$ cat config.mk
export PLATFORM = sky130hd
export DESIGN_NAME = sdcp_core
export DESIGN_NICKNAME = d
export VERILOG_FILES = /design/src/logic/sdcp_delay.v /design/src/logic/sdcp_core.v
export VERILOG_INCLUDE_DIRS = /design/src /design/src/logic
export SDC_FILE = /design/constraint.sdc
export NUM_CORES = 1
export LEC_CHECK = 0
export BUFFER_PORTS_ARGS = -buffer_cell sky130_fd_sc_hd__buf_2
export CAP_MARGIN = 40
export CORE_ASPECT_RATIO = 1.1
export CORE_MARGIN = 2
export CORE_UTILIZATION = 46
export DETAILED_ROUTE_END_ITERATION = 12
export PLACE_DENSITY_LB_ADDON = 0.15
export SETUP_SLACK_MARGIN = 0.2
export SYNTH_ARGS = -nofsm -noshare
export SYNTH_HDL_FRONTEND = slang
export SYNTH_SLANG_ARGS = --single-unit
$ cat constraint.sdc
create_clock -name i_clk -period 3 [get_ports i_clk]
set_input_delay 0.15 -clock i_clk [delete_from_list [all_inputs] [get_ports i_clk]]
set_output_delay 0.15 -clock i_clk [all_outputs]
set_load 0.005 [all_outputs]
$ cat src/logic/sdcp_defines.vh
/*
 * constants for the sdram clock-suspend / low-power-idle block.
 * assumes inclusion by bare name from logic/ and bench/ sources.
 */
`ifndef SDCP_DEFINES_VH
`define SDCP_DEFINES_VH

// data path
`define SDCP_DW            16
`define SDCP_BANKS         4
// clock rate and timing
`define SDCP_CLK_MHZ       20
`define SDCP_TIS_PS        1500
`define SDCP_TCK_PS        50000
// exit set-up in whole cycles: ceil((tis + tck) / tck)
`define SDCP_TPDE_CYC      ((`SDCP_TIS_PS + `SDCP_TCK_PS + `SDCP_TCK_PS - 1) / `SDCP_TCK_PS)
`define SDCP_TPDE_W        2
// read output disable latency in cycles
`define SDCP_DQM_RD_LAT    2
// states
`define SDCP_ST_RUN        2'h0
`define SDCP_ST_SUSP       2'h1
`define SDCP_ST_LPI        2'h2
`define SDCP_ST_EXIT       2'h3
// command codes {ras_n, cas_n, we_n}
`define SDCP_CMD_NOP       3'h7

`endif

$ cat src/logic/sdcp_delay.v
/*
 * small shift delay line of one bit, run only while the internal clock
 * is enabled, so a suspend holds it frozen.
 * assumes one clock, synchronous active-high reset.
 */
`timescale 1ns/1ps
`default_nettype none
module sdcp_delay #(
    parameter DEPTH = 2
) (
    input  wire i_clk,
    input  wire i_rst,
    input  wire i_adv,
    input  wire i_d,
    input  wire i_rst_val,
    output wire o_q
);
    reg [DEPTH-1:0] sh_reg;

    // shift only on enabled internal edges
    always @(posedge i_clk) begin
        if (i_rst) begin
            sh_reg <= {DEPTH{i_rst_val}};
        end else if (i_adv) begin
            sh_reg <= {sh_reg[DEPTH-2:0], i_d};
        end
    end

    assign o_q = sh_reg[DEPTH-1];
endmodule
`default_nettype wire

$ cat src/logic/sdcp_core.v
/*
 * clock suspend, low-power idle and dqm control for an sdram die.
 * assumes the controller drives cke, dqm and command pins synchronous
 * to i_clk; bank and burst state come from the rest of the die.
 */
`timescale 1ns/1ps
`default_nettype none
`include "sdcp_defines.vh"
module sdcp_core (
    input  wire                    i_clk,
    input  wire                    i_rst,
    input  wire                    i_cke,
    input  wire                    i_dqm,
    input  wire                    i_cs_n,
    input  wire                    i_ras_n,
    input  wire                    i_cas_n,
    input  wire                    i_we_n,
    input  wire [`SDCP_BANKS-1:0]  i_bank_active,
    input  wire                    i_wr_burst,
    input  wire                    i_rd_burst,
    input  wire [`SDCP_DW-1:0]     i_rd_data,
    input  wire [`SDCP_DW-1:0]     i_dq_in,
    output wire                    o_int_clk_en,
    output wire                    o_low_power_idle_state,
    output wire                    o_buf_en,
    output wire                    o_cmd_valid,
    output wire [2:0]              o_cmd,
    output reg                     o_wr_en,
    output reg  [`SDCP_DW-1:0]     o_wr_data,
    output reg  [`SDCP_DW-1:0]     o_dq_out,
    output wire                    o_dq_oe_n,
    output wire                    o_exit_busy
);
    reg  [1:0]              state_reg;
    reg  [1:0]              state_next;
    reg  [`SDCP_TPDE_W-1:0] cnt_reg;
    reg  [`SDCP_TPDE_W-1:0] cnt_next;
    wire                    all_idle;
    wire                    in_burst;
    wire                    run;
    wire                    selected;
    wire                    rd_mask_q;
    // full-width load value, cut to the counter width below on purpose
    wire [31:0]             tpde_load;

    assign tpde_load = `SDCP_TPDE_CYC - 1;

    assign all_idle = ~|i_bank_active;
    assign in_burst = i_wr_burst | i_rd_burst;
    // internal edges only in the run state
    assign run      = (state_reg == `SDCP_ST_RUN);

    // cke state machine; cke alone is looked at outside run
    always @* begin
        state_next = state_reg;
        cnt_next   = cnt_reg;
        case (state_reg)
            `SDCP_ST_RUN: begin
                if (!i_cke && !all_idle) begin
                    state_next = `SDCP_ST_SUSP;
                end else if (!i_cke) begin
                    state_next = `SDCP_ST_LPI;
                end
            end
            `SDCP_ST_SUSP: begin
                if (i_cke) begin
                    state_next = `SDCP_ST_RUN;
                end
            end
            `SDCP_ST_LPI: begin
                if (i_cke) begin
                    state_next = `SDCP_ST_EXIT;
                    cnt_next   = tpde_load[`SDCP_TPDE_W-1:0];
                end
            end
            `SDCP_ST_EXIT: begin
                // a dropped cke during set-up restarts the wait
                if (!i_cke) begin
                    state_next = `SDCP_ST_LPI;
                end else if (cnt_reg == {`SDCP_TPDE_W{1'b0}}) begin
                    state_next = `SDCP_ST_RUN;
                end else begin
                    cnt_next = cnt_reg - 1'b1;
                end
            end
            default: begin
                state_next = `SDCP_ST_RUN;
            end
        endcase
    end

    always @(posedge i_clk) begin
        if (i_rst) begin
            state_reg <= `SDCP_ST_RUN;
            cnt_reg   <= {`SDCP_TPDE_W{1'b0}};
        end else begin
            state_reg <= state_next;
            cnt_reg   <= cnt_next;
        end
    end

    assign o_int_clk_en           = run;
    assign o_low_power_idle_state = (state_reg == `SDCP_ST_LPI);
    // buffers off until set-up is met, cke buffer is never gated
    assign o_buf_en    = (state_reg != `SDCP_ST_LPI) &&
                         (state_reg != `SDCP_ST_EXIT);
    assign o_exit_busy = (state_reg == `SDCP_ST_EXIT);

    // command decode: deselect or nop yields no action
    assign selected    = ~i_cs_n;
    assign o_cmd       = {i_ras_n, i_cas_n, i_we_n};
    assign o_cmd_valid = run && selected &&
                         (o_cmd != `SDCP_CMD_NOP);

    // write mask acts in the sampled cycle; write enable drops low and write data holds while suspended
    always @(posedge i_clk) begin
        if (i_rst) begin
            o_wr_en   <= 1'b0;
            o_wr_data <= {`SDCP_DW{1'b0}};
        end else begin
            o_wr_en <= run && i_wr_burst && !i_dqm;
            if (run && i_wr_burst) begin
                o_wr_data <= i_dq_in;
            end
        end
    end

    // read mask pipeline; stalls with the internal clock
    sdcp_delay #(
        .DEPTH(`SDCP_DQM_RD_LAT)
    ) u_rd_mask (
        .i_clk     (i_clk),
        .i_rst     (i_rst),
        .i_adv     (run),
        .i_d       (i_dqm | ~i_rd_burst),
        .i_rst_val (1'b1),
        .o_q       (rd_mask_q)
    );

    // read data held across a suspend
    always @(posedge i_clk) begin
        if (i_rst) begin
            o_dq_out <= {`SDCP_DW{1'b0}};
        end else if (run) begin
            o_dq_out <= i_rd_data;
        end
    end

    // high means high impedance: masked, idle or outside a read
    assign o_dq_oe_n = rd_mask_q | ~o_buf_en;
    wire unused_ok = in_burst;
endmodule
`default_nettype wire

==> metrics.md, run 1 <==
| Metric | Value |
|---|---|
| Bufs on Longest Clock Path | 2 |
| Final Non-Filler Cells | around 280 |
| Syn_nets | ~210 |
| Via count | 1351 |
| PwrDens | 514 mW/mm² |
| Routed WL | around 3.1 mm |
| Crit path cell chain | or2_2, clkinv_1, buf_2 |
| Post-synthesis sequential area ratio | a little over half |
| Setup TNS Final | 0 ps |
| Overflow left after global routing | 0 |
| Post-synth EDFFs | 0 |
| Leakage power | ~1 nW |
| Endpoints failing hold | 0 |
| H-tree depth | 2 |
| Die height | 63.8 µm |
| Mapped Area | 0.00150 mm² |
| Cell count after synthesis | approximately 170 |
| Endpoint class of the critical path | primary output |
| CTS tree | built |
| Initial DRT Pass Iterations | 4 |
| Cell row count | 21 |
| RSZ-0062 raised after global routing | no |
| Clk Latency, worst-skew pair | between 300 and 400 ps |
| Avg WL per Cell | 11.1 µm |
| Slew Limit Headroom | 54.2% |
| Netlist cell types | 29 |
| Placed instance area | around 0.0019 mm² |
| Met3 wire len | 252 µm |
| Area Growth Syn to Fin | 32.4% |
| Root buf cell | clkbuf_4 |
| CTS Sinks | 39 |
| Initial antenna violation count | 0 |
| Antenna Cells | 0 |
| Status | finished, final reports clean |
| Gr usage total | 17.8% |
| #FFs+latches synth | 39 |
| Share of layout cells above drive strength 1 | about two fifths |
| CP max FO | 20 |
| Peak VDD IR | approximately 0.51 mV |
| CORE AREA | approximately 0.0031 mm² |
| ANT nets after route | 0 |
| Vias in the first global route | between 1000 and 1500 |
| Worst Setup Path Type | register to primary output |
| Total setup buffers inserted after CTS | 0 |
| Synth top area share | ~52% |
| Met1 Wirelength | ~1.4 mm |
| Tightest Pin Transition | just under 700 ps |
| Die Area | around 0.0037 mm² |
| Routed met2 length | between 1 and 1.5 mm |
| Post_cts resized | 0 |
| Worst path max stage delay | approximately 510 ps |
| Crit-path slowest cell | dfxtp_1 |
| Main flop type after synthesis | dfxtp_1 |
| Biggest regs | o_dq_out (16), o_wr_data (16) |
| Nets | ~300 |
| # setup viols final | 0 |
| Crit path launch type | register |
| Yosys top cell by area | dfxtp_1 |
| Uppermost layer routed | met4 |
| Async set or reset register ratio after synthesis | 0% |
| Total Power | 1.02 mW |
| Max Fclk | about 0.45 GHz |
| DRC Markers | 0 |
| Initial DRC count | 40 |
| Period utilization | between 70 and 80% |
| Worst EP required | roughly 2900 ps |
| Final HPWL DP | between 2 and 2.5 mm |
| Worst Skew | between 10 and 15 ps |
| CTS buffer count | 5 |
| Filler instances | 295 |
| Max-cap violations | 0 |
| Slew Viols, Final | 0 |
| Placed cell count | approximately 280 |
| Sequential cell area | roughly 780 µm² |
| Mapped Avg Cell Area | roughly 9.0 µm² |
| PortBufs | just under 90 |
| Worst Hold Class | primary input to register |
| Largest cells by area after synthesis | dfxtp_1, mux2i_1, nand2_1 |
| Multi-input gate area | a little over 600 µm² |
| YS warnings | 0 |
| Initial Util | 48.7% |
| Largest net degree at the start of global routing | 41 |
| Clock transition at the registers of the reported paths | 120 ps |
| Placer Congestion | 0.801 |
| Finished Cell Area | 0.00198 mm² |
| Global-route wire length before repair | approximately 5 mm |
| Vias per Instance | ~4.8 |
| I/O pin count | roughly 90 |
| CP arrival | around 2100 ps |
| Crit path time final | 2220 ps |
| Width of the die | a little under 60 µm |
==> synthesized netlist by cell type (2+ instances only) <==
library cell	n
o21ai_0	2
nor3_1	2
inv_1	3
nand2_1	37
buf_6	3
a21oi_1	16
buf_4	4
dfxtp_1	39
nor2_1	18
or2_2	2
nor3b_1	3
mux2i_1	16
clkbuf_1	4
buf_2	2
==> worst paths after layout <==
check,endpoint,slack [ps],startpoint,cells after the start
worst min-delay path,o_dq_out[8]$_SDFFE_PP0N_,30,i_rd_data[8],3
worst min register to register,o_dq_out[1]$_SDFFE_PP0N_,460,o_dq_out[1]$_SDFFE_PP0N_,2
worst max-delay path,o_int_clk_en,780,state_reg[0]$_SDFFE_PP0P_,3
worst max register to register,o_dq_out[0]$_SDFFE_PP0N_,1130,state_reg[0]$_SDFFE_PP0P_,4
==> layout by cell type, fill, tap and decap left out, types with 2 or more instances in the layout <==
master	count
o21ai_0	2
nor2_1	18
nor3b_1	2
nand2_1	37
dfxtp_1	39
nor3_1	2
buf_2	87
a21oi_1	16
clkbuf_4	5
inv_1	3
mux2i_1	16
clkbuf_8	2
or2_2	2
==> logic make-up after synthesis <==
logic type / share of synthesized area, %
buf+inv: 6.94
simple gates: 19.6
mux: 10.7
flops: 52.2
compound gates: 9.70
fa+ha+maj: 0.836
==> stage by stage <==
stage / setup WS, ps / hold slack [ps] / util [%]
after floorplan: 1660 / 226 / -
after global placement: 1120 / 354 / 61.7
after detailed placement: 1130 / 353 / 61.7
after CTS: 747 / 16.2 / 64.4
after global routing: 547 / 6.96 / 64.4
final: 784 / 29.0 / 64.4
==> repair_timing <==
item | 4_1_cts | 5_1_grt
endpoints found under the setup margin | 0 | 0
hold endpoints to repair | 1 | 0
hold buffers | 1 | 0
==> final cells by class <==
class	instances	share of cell area (%)
Sequential cell	39	39.4
Multi-Input combinational cell	110	31.1
Timing Repair Buffer	89	22.9
Clock buffer	7	3.28
Tap cell	34	2.15
Inverter	4	0.758
Clock inverter	1	0.379
==> critical path, delay by kind of cell (launching register included) <==
kind / cells / cell delay [ps]
flops: 1 / 510
simple gates: 1 / 420
buf+inv: 2 / 800
==> where the power goes <==
group	internal (mW)	switching [mW]	total, mW
clock network	0.137	0.167	0.304
registers	0.551	0.0161	0.567
logic	0.0760	0.0706	0.147
total	0.764	0.254	1.02
==> per-layer routing <==
layer	GRT usage, %	vias up
met1	21.1	580
met5	0	-
met4	8.14	0
met3	5.67	6
li1	-	712
met2	28.8	53
Note: power is estimated with default switching activity, not from simulation.
==> run 2, diff against run 1 <==
--- a/config.mk
+++ b/config.mk
@@ -10,7 +10,7 @@
 export CAP_MARGIN = 40
 export CORE_ASPECT_RATIO = 1.1
 export CORE_MARGIN = 2
-export CORE_UTILIZATION = 46
+export CORE_UTILIZATION = 38
 export DETAILED_ROUTE_END_ITERATION = 12
 export PLACE_DENSITY_LB_ADDON = 0.15
 export SETUP_SLACK_MARGIN = 0.2
==> constraint.sdc (replaced) <==
create_clock -name i_clk -period 1.95 [get_ports i_clk]
set_input_delay 0.0975 -clock i_clk [delete_from_list [all_inputs] [get_ports i_clk]]
set_output_delay 0.0975 -clock i_clk [all_outputs]
set_load 0.005 [all_outputs]
==> metrics.md, run 2 (same netlist as run 1, synthesis figures left out) <==
| Metric | Value |
|---|---|
| Placed cell count | 294 (+6.9%) |
| Largest net degree at the start of global routing | 28 (-32%) |
| WHS | 17.4 ps (-11.7 ps) |
| Total setup buffers inserted after CTS | 0 (unchanged) |
| Gr usage total | 14.3% (-3.5 points) |
| Int Pwr | 1.29 mW (+69%) |
| Share of layout cells above drive strength 1 | 41.7% (+1.3 points) |
| Routed WL | 3.19 mm (+1.5%) |
| Global-route wire length before repair | 5.08 mm (-0.80%) |
| H-tree depth | 2 (unchanged) |
| Commonest non-fill, non-tap cell in the layout | buf_2 |
| Hold path cells | 2 (-1) |
| Clk Latency, worst-skew pair | 270 ps (-70 ps) |
| PortBufs | 87 (unchanged) |
| Placer Congestion | 0.685 (-15%) |
| Nets | 298 (+0.68%) |
| Status | finished, final reports clean |
| Filler instances | 356 (+21%) |
| Area Growth Syn to Fin | 36.9% |
| Vias in the first global route | 1193 (+1.9%) |
| CTS Sinks | 39 (unchanged) |
| CTS buffer count | 5 (unchanged) |
| Sw frac | 23.5% (-1.5 points) |
| Clock transition at the registers of the reported paths | 70 ps (-50 ps) |
| I/O pin count | 88 (unchanged) |
| Crit path launch type | register |
| DRC Markers | 0 (unchanged) |
| Slew Viols, Final | 0 (unchanged) |
| Max Fclk | about 0.62 GHz |
| Initial DRT Pass Iterations | 4 (unchanged) |
| Clock power frac | 34.5% (+4.6 points) |
| ANT nets after route | 0 (unchanged) |
| Period utilization | just over 80% |
| Comb pwr share | 13.8% (-0.6 points) |
| Final Non-Filler Cells | 302 (+6.3%) |
| Worst Setup Path Type | register to primary output |
| Biggest regs | o_dq_out (16), o_wr_data (16) |
| Initial DRC count | 24 (-40%) |
| Antenna Cells | 0 (unchanged) |
| Slack of the critical path | 336 ps (-448 ps) |
| Register-to-register setup slack | 550 ps (-580 ps) |
| Net Switching | 0.396 mW (+56%) |
| Initial antenna violation count | 0 (unchanged) |
| CTS tree | built |
| Via count | 1369 (+1.3%) |
| CP max FO | 14 (-30%) |
| Vias per Instance | 4.53 (-4.7%) |
| RSZ-0062 raised after global routing | no |
| Worst Skew | 6.04 ps (-6.35 ps) |
| CP arrival | 1520 ps (-550 ps) |
| Setup TNS Final | 0 ps (unchanged) |
| Crit path time final | roughly 1600 ps |
| Die Area | 0.00446 mm² (+20%) |
| Max-cap violations | 0 (unchanged) |
| Endpoint class of the critical path | primary output |
| Bufs on Longest Clock Path | 2 (unchanged) |
| Final HPWL DP | 2.36 mm (+6.9%) |
| Die height | 69.8 µm (+9.4%) |
| Setup slack at placement | 474 ps (-656 ps) |
| Commonest cells after routing, fill and taps aside | buf_2, dfxtp_1, nand2_1, nor2_1 |
| Peak VDD IR | 0.407 mV (-19%) |
| Worst EP required | 1850 ps (-1000 ps) |
| Overflow left after global routing | 0 (unchanged) |
| Cell row count | 23 (+9.5%) |
| Reg2reg path depth | 4 (unchanged) |
| CORE AREA | 0.00371 mm² (+21%) |
| Reg power frac | 51.8% (-3.9 points) |
| Slew Limit Headroom | 66.6% (+12 points) |
| Initial Util | 40.3% (-8.4 points) |
| Tightest Pin Transition | 501 ps (-187 ps) |
| Endpoints failing hold | 0 (unchanged) |
| Avg WL per Cell | 10.6 µm (-4.5%) |
| Width of the die | 63.8 µm (+9.3%) |
| Leakage power | 1.02 nW (+2.3%) |
| Root buf cell | clkbuf_8 |
| # setup viols final | 0 (unchanged) |
| Worst Hold Class | primary input to register |
| PwrDens | 824 mW/mm² (+60%) |
[run 2: layout make-up]
class,count,area [µm²],area share [%]
Clock inverter,1,7.51,0.367
Tap cell,50,62.6,3.05
Inverter,4,15.0,0.733
Sequential cell,39,782,38.2
Clock buffer,7,96.3,4.70
Multi-Input combinational cell,110,619,30.2
Timing Repair Buffer,91,465,22.7
[run 2: power groups by stage]
stage                     clock network, mW  registers [mW]  logic [mW]
after floorplan                           0           0.893       0.125
after CTS                             0.599           0.873       0.236
after detailed placement                  0           0.890       0.235
after global placement                    0           0.891       0.233
final                                 0.581           0.873       0.232
after global routing                  0.645           0.880       0.259
[run 2: routing by layer]
metal  vias up  global-route usage (%)  part of all wire, %  routed length (µm)
met5         -                       0                    0                   0
met4         0                    3.62                 0.50                  16
met3         2                    6.82                  9.4                 301
met2        60                    21.8                   42                1350
met1       595                    18.0                   48                1530
li1        712                       -                    -                   -
[run 2: final timing paths]
path / start / to
max: state_reg[0]$_SDFFE_PP0P_ / o_cmd_valid
min: i_dqm / o_wr_en$_SDFF_PP0_
max reg2reg: cnt_reg[1]$_SDFFE_PP0P_ / cnt_reg[1]$_SDFFE_PP0P_
min reg2reg: o_dq_out[9]$_SDFFE_PP0N_ / o_dq_out[9]$_SDFFE_PP0N_
[run 2: metrics by stage]
stage	utilization (%)	area, µm²	total power [mW]
CTS	55.1	2050	1.71
global placement	52.3	1940	1.12
detailed placement	52.3	1940	1.13
global route	55.2	2050	1.78
floorplan	-	1500	1.02
finish	55.2	2050	1.69
[run 2: what timing repair did]
item	4_1_cts	5_1_grt
resized for setup	1	1
hold buffers	0	0
endpoints found under the setup margin	1	1
[run 2: critical path, stage by stage, from the launching register on]
cell	delay, ps
dfxtp_2	370
or2_4	300
buf_4	190
a311oi_1	230
buf_2	150
